[config.mk]
export PLATFORM = sky130hd
export DESIGN_NAME = rpm_ctrl
export DESIGN_NICKNAME = d
export VERILOG_FILES = /design/src/rpm_pkg.sv /design/src/rpm_sync_if.sv /design/src/rpm_sync.sv /design/src/rpm_ctrl.sv
export SDC_FILE = /design/constraint.sdc
export NUM_CORES = 1
export LEC_CHECK = 0
export BUFFER_PORTS_ARGS = -buffer_cell sky130_fd_sc_hd__buf_4
export CORE_ASPECT_RATIO = 0.7
export CORE_MARGIN = 4
export CORE_UTILIZATION = 56
export CTS_CLUSTER_DIAMETER = 60
export DETAILED_ROUTE_END_ITERATION = 16
export GPL_ROUTABILITY_DRIVEN = 0
export PLACE_DENSITY = 0.81
export SLEW_MARGIN = 20
export SYNTH_ARGS = -nofsm -noshare
export SYNTH_HDL_FRONTEND = slang
export SYNTH_SLANG_ARGS = --single-unit
[constraint.sdc]
create_clock -name clk -period 3 [get_ports clk]
set_clock_uncertainty 0.05 [all_clocks]
set_input_delay 0.75 -clock clk [delete_from_list [all_inputs] [get_ports clk]]
set_output_delay 0.75 -clock clk [all_outputs]
set_load 0.01 [all_outputs]
[src/rpm_pkg.sv]
// Package for the redriver power and mode controller.
// Assumes a single 20 MHz clock domain.
package rpm_pkg;
  localparam int          CLK_MHZ          = 20;
  // Register offsets
  localparam logic [7:0]  OFS_MISC         = 8'h09;
  localparam logic [7:0]  OFS_DRV          = 8'h0c;
  localparam logic [7:0]  OFS_LANE         = 8'h30;
  localparam logic [7:0]  OFS_STAT         = 8'h0a;
  // Field positions
  localparam int          MISC_PDN_BIT     = 3;
  localparam int          MISC_SPEC_BIT    = 5;
  localparam int          MISC_RATIO_BIT   = 1;
  // Reset values
  localparam logic [7:0]  MISC_RST         = 8'h00;
  localparam logic [7:0]  DRV_RST          = 8'h00;
  localparam logic [7:0]  LANE_RST         = 8'h00;
  // Special-mode defaults: all lanes on, top rate code, nominal swing
  localparam logic [5:0]  SPEC_LANE_DEF    = 6'h3f;
  localparam logic [2:0]  SPEC_SWING_DEF   = 3'h0;
  // Times
  localparam int          HPD_LOW_US       = 2000;
  localparam int          HPD_LOW_CYC      = HPD_LOW_US * CLK_MHZ;
  localparam int          EXAM_MIN_US      = 3;
  localparam int          EXAM_MAX_US      = 5;
  localparam int          EXAM_CYC         = EXAM_MIN_US * CLK_MHZ;
  localparam int          CLK_EDGES_MIN    = 4;
  typedef enum logic [1:0]
  {
    ST_PDN   = 2'b00,
    ST_STBY1 = 2'b01,
    ST_STBY2 = 2'b11,
    ST_NORM  = 2'b10
  } rpm_state_t;
endpackage

[src/rpm_sync_if.sv]
// Interface carrying synchronised pin levels to the main module.
// Assumes both ends run on the same clock.
`timescale 1ns/10ps
interface rpm_sync_if;
  logic oe;
  logic hpd;
  logic lclk;
  modport src (output oe, output hpd, output lclk);
  modport dst (input oe, input hpd, input lclk);
endinterface

[src/rpm_sync.sv]
// Two-flop synchronisers for the asynchronous pins.
// Assumes pins are fully asynchronous to clk.
`timescale 1ns/10ps
module rpm_sync
(
  // Clock and reset
  input  wire logic   clk,
  input  wire logic   reset_n,
  // Raw pins
  input  wire logic   oe_pin,
  input  wire logic   hpd_pin,
  input  wire logic   lclk_pin,
  // Synchronised levels
  rpm_sync_if.src     so
);
  logic [2:0] s1_reg;
  logic [2:0] s2_reg;
  // ==========================================
  // Double flop; first stage read only by second
  always_ff @(posedge clk)
  begin
    if (!reset_n)
    begin
      s1_reg <= 3'h0;
      s2_reg <= 3'h0;
    end
    else
    begin
      s1_reg <= {oe_pin, hpd_pin, lclk_pin};
      s2_reg <= s1_reg;
    end
  end
  assign so.oe   = s2_reg[2];
  assign so.hpd  = s2_reg[1];
  assign so.lclk = s2_reg[0];
endmodule // rpm_sync

[src/rpm_ctrl.sv]
// Power-state and mode controller of a level-shifting redriver.
// Assumes a 20 MHz clk, byte-wide register port from the config slave.
// How it works
// - Misc register bit 5 set enters special mode, I2C-only config.
// - Special mode self-configures; no link training, aux not passed.
// - Special mode turns on all four lanes at top rate, nominal swing.
// - Special mode swing for all lanes from driver register bits 7:5.
// - Special mode pre-emphasis for all lanes from driver bits 1:0.
// - Special mode lane on/off and rate from lane register bits 7:2.
// - Output enable low shuts all blocks but hot-plug; lanes, config, DDC off.
// - Output enable rising edge resets device; host must reconfigure.
// - Misc register bit 3 set enters power-down.
// - Enable high and hot-plug low over 2 ms enters power-down.
// - Hot-plug high without valid clock stays in standby.
// - After hot-plug, outputs enable only from signal detector result.
// - Source hot-plug output copies sink hot-plug input always.
// - All registers, clock ratio flag included, clear on power-down.
// - Standby examines clock-lane activity 3 to 5 us before deciding.
// - Clock found goes normal; none found returns to standby stage 1.
// - Standby: data receivers off, clock receiver on, outputs high-Z.
`timescale 1ns/10ps
module rpm_ctrl
  import rpm_pkg::*;
#(
  parameter int HPD_LOW_CYCLES = HPD_LOW_CYC,
  parameter int NUM_LANES      = 4
)
(
  // Clock and reset
  input  wire logic                 clk,
  input  wire logic                 reset_n,
  // Pins from outside the domain
  input  wire logic                 oe_pin,
  input  wire logic                 sink_hotplug_in,
  input  wire logic                 clock_lane_in,
  // Register port from the local config slave
  input  wire logic                 reg_wr,
  input  wire logic                 reg_rd,
  input  wire logic [7:0]           reg_addr,
  input  wire logic [7:0]           reg_wdata,
  output logic      [7:0]           reg_rdata,
  // Hot-plug out
  output logic                      source_hotplug_out,
  // Lane and bus controls
  output logic [NUM_LANES-1:0]      lane_tx_en,
  output logic [2:0]                data_rx_en,
  output logic                      clk_rx_en,
  output logic                      cfg_bus_en,
  output logic                      ddc_en,
  output logic [2:0]                swing_sel,
  output logic [1:0]                preemph_sel,
  output logic [5:0]                rate_sel,
  output logic                      special_mode,
  output logic [1:0]                power_state
);
  rpm_sync_if si ();
  logic [7:0]   misc_mode_control_reg;
  logic [7:0]   global_driver_control_reg;
  logic [7:0]   lane_enable_rate_reg;
  logic         oe_d_reg;
  logic [31:0]  hpd_cnt_reg;
  logic [7:0]   exam_cnt_reg;
  logic [3:0]   edge_cnt_reg;
  logic         lclk_d_reg;
  rpm_state_t   state_reg;
  rpm_state_t   state_next;
  logic         oe_rise;
  logic         hpd_timeout;
  logic         pdn;
  logic         lclk_edge;

  // ==========================================
  // Pin synchronisers
  rpm_sync u_sync
  (
    .clk      (clk),
    .reset_n  (reset_n),
    .oe_pin   (oe_pin),
    .hpd_pin  (sink_hotplug_in),
    .lclk_pin (clock_lane_in),
    .so       (si.src)
  );

  // Edge helpers on synchronised levels
  assign oe_rise   = si.oe && !oe_d_reg;
  assign lclk_edge = si.lclk != lclk_d_reg;
  assign hpd_timeout = hpd_cnt_reg >= 32'(HPD_LOW_CYCLES);
  // Any power-down cause
  assign pdn = !si.oe || misc_mode_control_reg[MISC_PDN_BIT]
               || hpd_timeout;

  // ==========================================
  // Delayed copies for edge detection
  always_ff @(posedge clk)
  begin
    if (!reset_n)
    begin
      oe_d_reg   <= 1'b0;
      lclk_d_reg <= 1'b0;
    end
    else
    begin
      oe_d_reg   <= si.oe;
      lclk_d_reg <= si.lclk;
    end
  end

  // ==========================================
  // Hot-plug low timer; saturates so timeout holds
  always_ff @(posedge clk)
  begin
    if (!reset_n || !si.oe || si.hpd)
      hpd_cnt_reg <= 32'h0000_0000;
    else if (!hpd_timeout)
      hpd_cnt_reg <= hpd_cnt_reg + 32'h0000_0001;
  end

  // ==========================================
  // Registers; cleared in power-down and on enable rise
  always_ff @(posedge clk)
  begin
    if (!reset_n || oe_rise || state_reg == ST_PDN && pdn)
    begin
      misc_mode_control_reg     <= MISC_RST;
      global_driver_control_reg <= DRV_RST;
      lane_enable_rate_reg      <= LANE_RST;
    end
    else if (reg_wr && state_reg != ST_PDN || reg_wr && !pdn)
    begin
      case (reg_addr)
        OFS_MISC:
        begin
          misc_mode_control_reg <= reg_wdata;
          // Entering special mode loads its defaults
          if (reg_wdata[MISC_SPEC_BIT] &&
              !misc_mode_control_reg[MISC_SPEC_BIT])
          begin
            lane_enable_rate_reg      <= {SPEC_LANE_DEF, 2'b00};
            global_driver_control_reg <= {SPEC_SWING_DEF, 5'h00};
          end
        end
        OFS_DRV:  global_driver_control_reg <= reg_wdata;
        OFS_LANE: lane_enable_rate_reg      <= reg_wdata;
        default:  misc_mode_control_reg     <= misc_mode_control_reg;
      endcase
    end
  end

  // ==========================================
  // Clock-lane examination window and edge counter
  always_ff @(posedge clk)
  begin
    if (!reset_n || state_reg != ST_STBY2)
    begin
      exam_cnt_reg <= 8'h00;
      edge_cnt_reg <= 4'h0;
    end
    else
    begin
      exam_cnt_reg <= exam_cnt_reg + 8'h01;
      if (lclk_edge && edge_cnt_reg != 4'hf)
        edge_cnt_reg <= edge_cnt_reg + 4'h1;
    end
  end

  // ==========================================
  // Power state machine
  always_comb
  begin
    state_next = state_reg;
    case (state_reg)
      ST_PDN:
        if (!pdn && si.hpd)
          state_next = ST_STBY1;
      ST_STBY1:
        if (pdn)
          state_next = ST_PDN;
        else if (lclk_edge)
          state_next = ST_STBY2;
      ST_STBY2:
        if (pdn)
          state_next = ST_PDN;
        else if (exam_cnt_reg >= 8'(EXAM_CYC - 1))
          state_next = (edge_cnt_reg >= 4'(CLK_EDGES_MIN))
                       ? ST_NORM : ST_STBY1;
      ST_NORM:
        if (pdn)
          state_next = ST_PDN;
        else if (!si.hpd)
          state_next = ST_STBY1;
      default:
        state_next = ST_PDN;
    endcase
  end

  always_ff @(posedge clk)
  begin
    if (!reset_n || oe_rise)
      state_reg <= ST_PDN;
    else
      state_reg <= state_next;
  end

  // ==========================================
  // Registered outputs
  always_ff @(posedge clk)
  begin
    if (!reset_n)
    begin
      source_hotplug_out <= 1'b0;
      lane_tx_en         <= '0;
      data_rx_en         <= 3'h0;
      clk_rx_en          <= 1'b0;
      cfg_bus_en         <= 1'b0;
      ddc_en             <= 1'b0;
      swing_sel          <= 3'h0;
      preemph_sel        <= 2'h0;
      rate_sel           <= 6'h00;
      special_mode       <= 1'b0;
      power_state        <= 2'h0;
    end
    else
    begin
      source_hotplug_out <= si.hpd;
      special_mode <= misc_mode_control_reg[MISC_SPEC_BIT];
      swing_sel    <= global_driver_control_reg[7:5];
      preemph_sel  <= global_driver_control_reg[1:0];
      rate_sel     <= lane_enable_rate_reg[7:2];
      power_state  <= state_reg;
      // Enable decode from state, enable level and special-mode bit
      cfg_bus_en   <= state_reg != ST_PDN || si.oe;
      ddc_en       <= si.oe && !misc_mode_control_reg[MISC_SPEC_BIT];
      clk_rx_en    <= state_reg != ST_PDN;
      data_rx_en   <= state_reg == ST_NORM ? 3'h7 : 3'h0;
      // Outputs driven only after detector says clock
      if (state_reg != ST_NORM)
        lane_tx_en <= '0;
      else if (misc_mode_control_reg[MISC_SPEC_BIT])
        lane_tx_en <= lane_enable_rate_reg[NUM_LANES+1:2];
      else
        lane_tx_en <= '1;
    end
  end

  // Read-back; status shows state and hot-plug
  always_ff @(posedge clk)
  begin
    if (!reset_n)
      reg_rdata <= 8'h00;
    else if (reg_rd)
      case (reg_addr)
        OFS_MISC: reg_rdata <= misc_mode_control_reg;
        OFS_DRV:  reg_rdata <= global_driver_control_reg;
        OFS_LANE: reg_rdata <= lane_enable_rate_reg;
        OFS_STAT: reg_rdata <= {5'h00, si.hpd, state_reg};
        default:  reg_rdata <= 8'h00;
      endcase
  end

  // ==========================================
  // Assertions
  AST_HPD_COPY: assert property (@(posedge clk) disable iff (!reset_n)
    source_hotplug_out == $past(si.hpd))
    else $error("hotplug out not a copy");
  AST_OE_LOW_PDN: assert property (@(posedge clk) disable iff (!reset_n)
    !si.oe |=> state_reg == ST_PDN)
    else $error("enable low not in power down");
  AST_PDN_BIT: assert property (@(posedge clk) disable iff (!reset_n)
    misc_mode_control_reg[MISC_PDN_BIT] |=> state_reg == ST_PDN)
    else $error("pdn bit ignored");
  AST_OE_RISE_CLR: assert property (@(posedge clk) disable iff (!reset_n)
    oe_rise |=> misc_mode_control_reg == MISC_RST)
    else $error("enable rise did not reset");
  AST_PDN_CLEARS: assert property (@(posedge clk) disable iff (!reset_n)
    state_reg == ST_PDN && pdn |=> lane_enable_rate_reg == LANE_RST)
    else $error("registers not cleared");
  AST_HPD_TIMER: assert property (@(posedge clk) disable iff (!reset_n)
    si.hpd |=> hpd_cnt_reg == 32'h0000_0000)
    else $error("hpd timer not restarted");
  AST_STBY_OFF: assert property (@(posedge clk) disable iff (!reset_n)
    state_reg == ST_STBY1 |=> lane_tx_en == '0 && data_rx_en == 3'h0)
    else $error("standby outputs active");
  AST_EXAM_LEN: assert property (@(posedge clk) disable iff (!reset_n)
    state_reg == ST_STBY1 ##1 state_reg == ST_STBY2 && !pdn
    |-> (state_reg == ST_STBY2 || pdn) [*8])
    else $error("examination too short");
  AST_NORM_DET: assert property (@(posedge clk) disable iff (!reset_n)
    $rose(state_reg == ST_NORM) |-> $past(state_reg) == ST_STBY2)
    else $error("normal without detector");
  AST_SPEC_SWING: assert property (@(posedge clk) disable iff (!reset_n)
    special_mode |-> swing_sel == $past(global_driver_control_reg[7:5]))
    else $error("swing not from register");
  COV_NORMAL: cover property (@(posedge clk) state_reg == ST_NORM);
  COV_RETURN: cover property (@(posedge clk)
    state_reg == ST_STBY2 ##1 state_reg == ST_STBY1);
  COV_SPECIAL: cover property (@(posedge clk) special_mode && |lane_tx_en);
  COV_TIMEOUT: cover property (@(posedge clk) hpd_timeout);
endmodule // rpm_ctrl

=== Yosys cells after proc, flatten, opt, wreduce, memory -nomap -nowiden ===
Cells that the tools add are included.

* Bits of input ports: 23
* Output and inout port bits: 33
* Flip-flop bits (word level): 111

* Bitwise gates (word level): 1
* Order comparisons: 3
* Reductions and logical operators: 31
* Muxes and demuxes: 16
* Equality and inequality tests: 16
* $add $sub $neg: 3

{| class="wikitable"
|+ Operators by type and width
! operator !! number
|-
| 32-bit by 1-bit adder with 32-bit output (second input constant) || 1
|-
| 32-bit by 16-bit >= comparator with 1-bit output (second input constant) || 1
|-
| 8-bit one-hot mux with 2 select lines || 2
|-
| 8-bit one-hot mux with 4 select lines || 1
|-
| 8-bit by 4-bit equality test with 1-bit output (second input constant) || 3
|-
| 2-bit two-way mux || 8
|-
| 8-bit two-way mux || 2
|-
| 1-bit logical OR || 9
|-
| 3-bit inequality test (second input constant) || 3
|-
| 8-bit by 1-bit adder with 8-bit output (second input constant) || 1
|-
| 8-bit by 6-bit equality test with 1-bit output (second input constant) || 1
|-
| 8-bit by 6-bit >= comparator with 1-bit output (second input constant) || 1
|-
| 1-bit logical AND || 8
|-
| 2-bit one-hot mux with 4 select lines || 1
|-
| 2-bit inequality test (second input constant) || 3
|-
| 3-bit AND reduction || 2
|-
| 2-bit nonzero test || 3
|-
| 1-bit zero test || 5
|-
| 4-bit by 1-bit adder with 4-bit output (second input constant) || 1
|-
| 2-bit equality test (second input constant) || 2
|-
| 4-bit by 3-bit >= comparator with 1-bit output (second input constant) || 1
|-
| 4-bit two-way mux || 1
|-
| 4-bit inequality test (second input constant) || 1
|-
| 4-bit AND reduction || 1
|-
| 8 further kinds || 8
|}

=== Longest topological paths before layout ===
* Depth after elaboration: 7
* Depth in mapped cells: 7
* Mapped depth without buffers: 6

=== Cells and area by module ===
From an unflattened synthesis, not the netlist that was laid out.

* Cell total of the unflattened synthesis: 437
* Area total of the unflattened synthesis: 4,134.0 µm²

{| class="wikitable"
|+ By module, submodules not included
! module !! cells each !! instances !! area each (µm²) !! sequential area each (µm²)
|-
| rpm_ctrl || 425 || 1 || 3,976.3 || 2,062.0
|-
| rpm_sync || 12 || 1 || 157.7 || 120.1
|}

=== Worst setup path after synthesis ===
No wires, ideal clock.

* Path type: input -> register
* Start: input port reg_addr[5]
* End: register misc_mode_control_reg[7]
* Data arrival time: 2,127 ps
* Stages: 6
* Path slack: 692 ps
* Buffers on the path: 1
* Path through: or3b_2 nor4_1 nand2b_1 clkbuf_1 mux2i_1 nor2_1

* Word-level cells in the longest chain between the ends: 2

{| class="wikitable"
|+ RTL lines
! what !! line !! text
|-
| start: declaration || rpm_ctrl.sv:39 || <nowiki>input wire logic [7:0] reg_addr,</nowiki>
|-
| 8-bit by 4-bit equality test with 1-bit output || rpm_ctrl.sv:130 || <nowiki>case (reg_addr)</nowiki>
|-
| 2-bit AND reduction (no line) || - ||
|-
| end signal: assignment || rpm_ctrl.sv:133 || <nowiki>misc_mode_control_reg <= reg_wdata;</nowiki>
|-
| end signal: assignment || rpm_ctrl.sv:144 || <nowiki>default: misc_mode_control_reg <= misc_mode_control_reg;</nowiki>
|-
| end: declaration || rpm_ctrl.sv:57 || <nowiki>logic [7:0] misc_mode_control_reg;</nowiki>
|}

No other way between the ends.
A chain may end at the register's enable or synchronous reset.

=== Worst setup path in the final report ===
* Start: input port reg_addr[5]
* End: register misc_mode_control_reg[1]

The elaborated chain is that of the path after synthesis.

==> impl_metrics.prom <==
# TYPE chip_impl_metric gauge
chip_impl_info{name="status",value="finished clean"} 1
chip_impl_metric{name="worst_rel_slew_slack",unit="%"} 55.3
chip_impl_metric{name="avgSynthCellArea",unit="um2"} 9.49
chip_impl_metric{name="drive_above_1_share",unit="%"} 17.0
chip_impl_metric{name="die_width",unit="um"} 111
chip_impl_metric{name="placement_rows",unit=""} 25
chip_impl_metric{name="syn-instance-count",unit=""} 438
chip_impl_metric{name="fmax",unit="MHz"} 425
chip_impl_info{name="setup_repair_after_global_routing_missed_its_margin",value="no"} 1
chip_impl_metric{name="final_net_count",unit=""} 517
chip_impl_metric{name="num-fill-cells",unit=""} 570
chip_impl_info{name="hp-class",value="reg -> reg"} 1
chip_impl_metric{name="syn_to_final_growth",unit="%"} 16.3
chip_impl_metric{name="detail_route.iter0.violations",unit=""} 268
chip_impl_metric{name="fp.coreArea",unit="um2"} 6980
chip_impl_metric{name="synthesis.nets",unit=""} 465
chip_impl_metric{name="cp.arrival",unit="ns"} 2.57
chip_impl_metric{name="all_layer_gr_usage",unit="%"} 20.8
chip_impl_metric{name="buffers_on_ports",unit=""} 55
chip_impl_info{name="cts_tree",value="yes"} 1
chip_impl_metric{name="post_cts.resized_instances",unit=""} 0
chip_impl_metric{name="critical_path_peak_fanout",unit=""} 8
chip_impl_metric{name="worst-endpoint-required",unit="ns"} 3.22
chip_impl_metric{name="p_per_area",unit="nW/um2"} 494
chip_impl_info{name="yosys-top-cells-area",value="sky130_fd_sc_hd__dfxtp_1, sky130_fd_sc_hd__and2_1, sky130_fd_sc_hd__nor2_1"} 1
chip_impl_metric{name="worst-path-buf-inv",unit=""} 1
chip_impl_metric{name="antenna_violating_nets_post_route",unit=""} 0
chip_impl_metric{name="die_height",unit="um"} 80.1
chip_impl_metric{name="detail_route.wirelength",unit="mm"} 8.88
chip_impl_info{name="clockRootBuffer",value="sky130_fd_sc_hd__clkbuf_8"} 1
chip_impl_metric{name="cts_max_path_buffers",unit=""} 2
chip_impl_metric{name="p_leak",unit="nW"} 2.01
chip_impl_metric{name="yosys.cell_types.count",unit=""} 47
chip_impl_info{name="worst-setup-path-type",value="in -> reg"} 1
chip_impl_info{name="cp-start-kind",value="input port"} 1
chip_impl_metric{name="grt_max_degree",unit=""} 34
chip_impl_metric{name="final_cell_area",unit="um2"} 4830
chip_impl_metric{name="n_antenna_cell",unit=""} 0
chip_impl_metric{name="synth_sequential_area_ratio",unit="%"} 52.5
chip_impl_metric{name="final_count_of_hold_timing_violations",unit=""} 0
chip_impl_metric{name="totalNegativeSetupSlack",unit="ns"} 0
chip_impl_info{name="worst_path_cell_with_the_longest_stage_delay",value="sky130_fd_sc_hd__or3b_2"} 1
chip_impl_metric{name="synth-edff-count",unit=""} 0
chip_impl_metric{name="worst_setup_hold_path_clk_slew",unit="ns"} 0.10
chip_impl_metric{name="placed_area",unit="um2"} 4640
chip_impl_info{name="cells_along_the_critical_path",value="buf_4 > or3b_2 > nor4_1 > nand2b_1 > mux2i_1 > nor2_1"} 1
chip_impl_metric{name="drt_drc_violations_left",unit=""} 0
chip_impl_info{name="synthTopCellsByCount",value="sky130_fd_sc_hd__dfxtp_1, sky130_fd_sc_hd__nor2_1, sky130_fd_sc_hd__and2_1"} 1
chip_impl_metric{name="syn_area",unit="um2"} 4160
chip_impl_info{name="cp_capture_type",value="register"} 1
chip_impl_metric{name="detailedPlacementHpwl",unit="mm"} 6.48
chip_impl_info{name="worst_path_dominant_cell_family",value="simple AND/OR/NAND/NOR gates"} 1
chip_impl_metric{name="finalWorstPathRequiredPeriod",unit="ns"} 2.35
chip_impl_metric{name="worst_hold_slack",unit="ns"} 0.380
chip_impl_metric{name="peakVddDrop",unit="mV"} 0.315
chip_impl_metric{name="synth_top_area_share",unit="%"} 52.5
chip_impl_metric{name="cts_htree_levels",unit=""} 3
chip_impl_metric{name="synth-async-reset-ratio",unit="%"} 0
chip_impl_metric{name="grt_pass1_wl",unit="mm"} 14.8
chip_impl_info{name="synth_top_area_cell",value="sky130_fd_sc_hd__dfxtp_1"} 1
chip_impl_metric{name="floorplan.initialDensity",unit="%"} 59.6
chip_impl_metric{name="post-cts-setup-buffers",unit=""} 0
chip_impl_metric{name="largest_register_ffs",unit=""} 32
chip_impl_metric{name="cts.hold.buffers_added",unit=""} 0
chip_impl_metric{name="grt_pass1_vias",unit=""} 3002
chip_impl_metric{name="worst_skew_pair.late_latency",unit="ns"} 0.37
chip_impl_metric{name="floorplan.die_area",unit="um2"} 8880
chip_impl_metric{name="max_slew.worst_pin.slew",unit="ns"} 0.664
chip_impl_info{name="synth_flop_cell",value="sky130_fd_sc_hd__dfxtp_1"} 1
chip_impl_metric{name="numCtsBuffers",unit=""} 9
chip_impl_metric{name="drv.max_cap_violation_count",unit=""} 0
chip_impl_metric{name="crit_path_max_incr_delay",unit="ns"} 0.53
chip_impl_metric{name="layout.core_utilization",unit="%"} 69.3
chip_impl_metric{name="synth.yosys.warnings",unit=""} 0
chip_impl_metric{name="cts_sinks",unit=""} 109
chip_impl_metric{name="detailed_router_iteration_count_before_antenna_repair",unit=""} 5
chip_impl_info{name="synth.most_common_cell",value="sky130_fd_sc_hd__dfxtp_1"} 1
chip_impl_metric{name="grt_antenna_before_repair",unit=""} 0
chip_impl_metric{name="drt-vias-per-instance",unit=""} 5.64
chip_impl_metric{name="io_pins",unit=""} 56
chip_impl_metric{name="synth_seq_cells",unit=""} 109
chip_impl_metric{name="wire_per_inst",unit="um"} 15.1
chip_impl_metric{name="number_of_failing_setup_endpoints_in_the_final_timing_report",unit=""} 0
chip_impl_metric{name="routed-via-count",unit=""} 3324
chip_impl_metric{name="finalMaxSlewViolations",unit=""} 0
chip_impl_metric{name="finalCritPeriodShare",unit="%"} 78.4
chip_impl_metric{name="gr-total-overflow",unit=""} 0
## cells by family (layout without fill, tap and decap cells)
group           Yosys count  in the layout  synth area share, %
buf+inv                  36             93                 3.52
simple gates            185            185                 24.3
compound gates           83             83                 13.7
xor+xnor                 11             11                 2.32
flops                   109            109                 52.5
fa+ha+maj                 4              4                 1.20
mux                      10             10                 2.41
## metal layers
metal  vias up  global-route usage, %  wire, um
met5         -                      0         0
met4         0                   8.00       166
met3        16                   7.76       805
met2       131                   30.8      3720
met1      1549                   27.8      4190
li1       1628                      -         -
## placed cells by master, fill, tap and decap left out, types with 2 or more instances in the layout
cell type and n:
sky130_fd_sc_hd__a21o_1 2, sky130_fd_sc_hd__a31o_2 2, sky130_fd_sc_hd__a32o_1 3, sky130_fd_sc_hd__nor2_1 44, sky130_fd_sc_hd__mux2i_1 10, sky130_fd_sc_hd__o2bb2a_1 2
sky130_fd_sc_hd__clkbuf_8 10, sky130_fd_sc_hd__dfxtp_1 109, sky130_fd_sc_hd__xor2_1 6, sky130_fd_sc_hd__xnor2_1 5, sky130_fd_sc_hd__nor4_2 3, sky130_fd_sc_hd__nand3_1 7
sky130_fd_sc_hd__buf_4 60, sky130_fd_sc_hd__clkinv_2 2, sky130_fd_sc_hd__ha_1 4, sky130_fd_sc_hd__inv_1 17, sky130_fd_sc_hd__or3_1 8, sky130_fd_sc_hd__a21oi_1 22
sky130_fd_sc_hd__nor3_1 7, sky130_fd_sc_hd__and3_1 6, sky130_fd_sc_hd__o211a_1 5, sky130_fd_sc_hd__o21ai_0 9, sky130_fd_sc_hd__o22ai_1 6, sky130_fd_sc_hd__nand4_1 7
sky130_fd_sc_hd__clkbuf_1 2, sky130_fd_sc_hd__or2_2 3, sky130_fd_sc_hd__and2_1 40, sky130_fd_sc_hd__nor2b_1 8, sky130_fd_sc_hd__nand2b_1 6, sky130_fd_sc_hd__nor3b_1 2
sky130_fd_sc_hd__nand2_1 29, sky130_fd_sc_hd__nor4_1 6, sky130_fd_sc_hd__a22oi_1 20, sky130_fd_sc_hd__or4_1 5, sky130_fd_sc_hd__o31ai_1 3
## path summary, 6_finish.rpt
path                                    to  cells after the start  slack [ns]        startpoint
setup / recovery  misc_mode_control_reg[1]                      6        0.65       reg_addr[5]
setup reg to reg            hpd_cnt_reg[7]                      5        0.80   hpd_cnt_reg[20]
hold reg to reg           u_sync.s2_reg[1]                      1        0.38  u_sync.s1_reg[1]
hold / removal            u_sync.s2_reg[1]                      1        0.38  u_sync.s1_reg[1]
## stage by stage
| step | setup WS [ns] | power [W] | cells |
|---|---|---|---|
| final | 0.649 | 0.00239 | 589 |
| after global routing | 0.565 | 0.00248 | 589 |
| after CTS | 0.690 | 0.00241 | 589 |
| after detailed placement | 0.290 | 0.00156 | 573 |
| after global placement | 0.398 | 0.00156 | 573 |
| after floorplan | 0.692 | 0.00152 | 438 |
## worst register-to-register path, delay by kind of cell (launching register included)
family          cells  cell delay [ns]
compound gates      2             0.31
simple gates        3             1.44
flops               1             0.33
## where the power goes
part | total [W] | internal (W) | switching, W
logic | 0.0000702 | 0.0000332 | 0.0000370
clock network | 0.000864 | 0.000407 | 0.000457
registers | 0.00145 | 0.00145 | 0.00000316
## layout make-up
cell class | instances | area [um2] | share of cell area [%]
clock inverter | 4 | 47.5 | 0.984
inverter | 17 | 63.8 | 1.32
timing repair buffer | 60 | 450 | 9.32
sequential | 109 | 2180 | 45.1
clock buffer | 12 | 145 | 3.00
multi-input combinational | 293 | 1830 | 37.8
tap | 94 | 118 | 2.43
No activity file was read; power rests on OpenSTA's default activity.
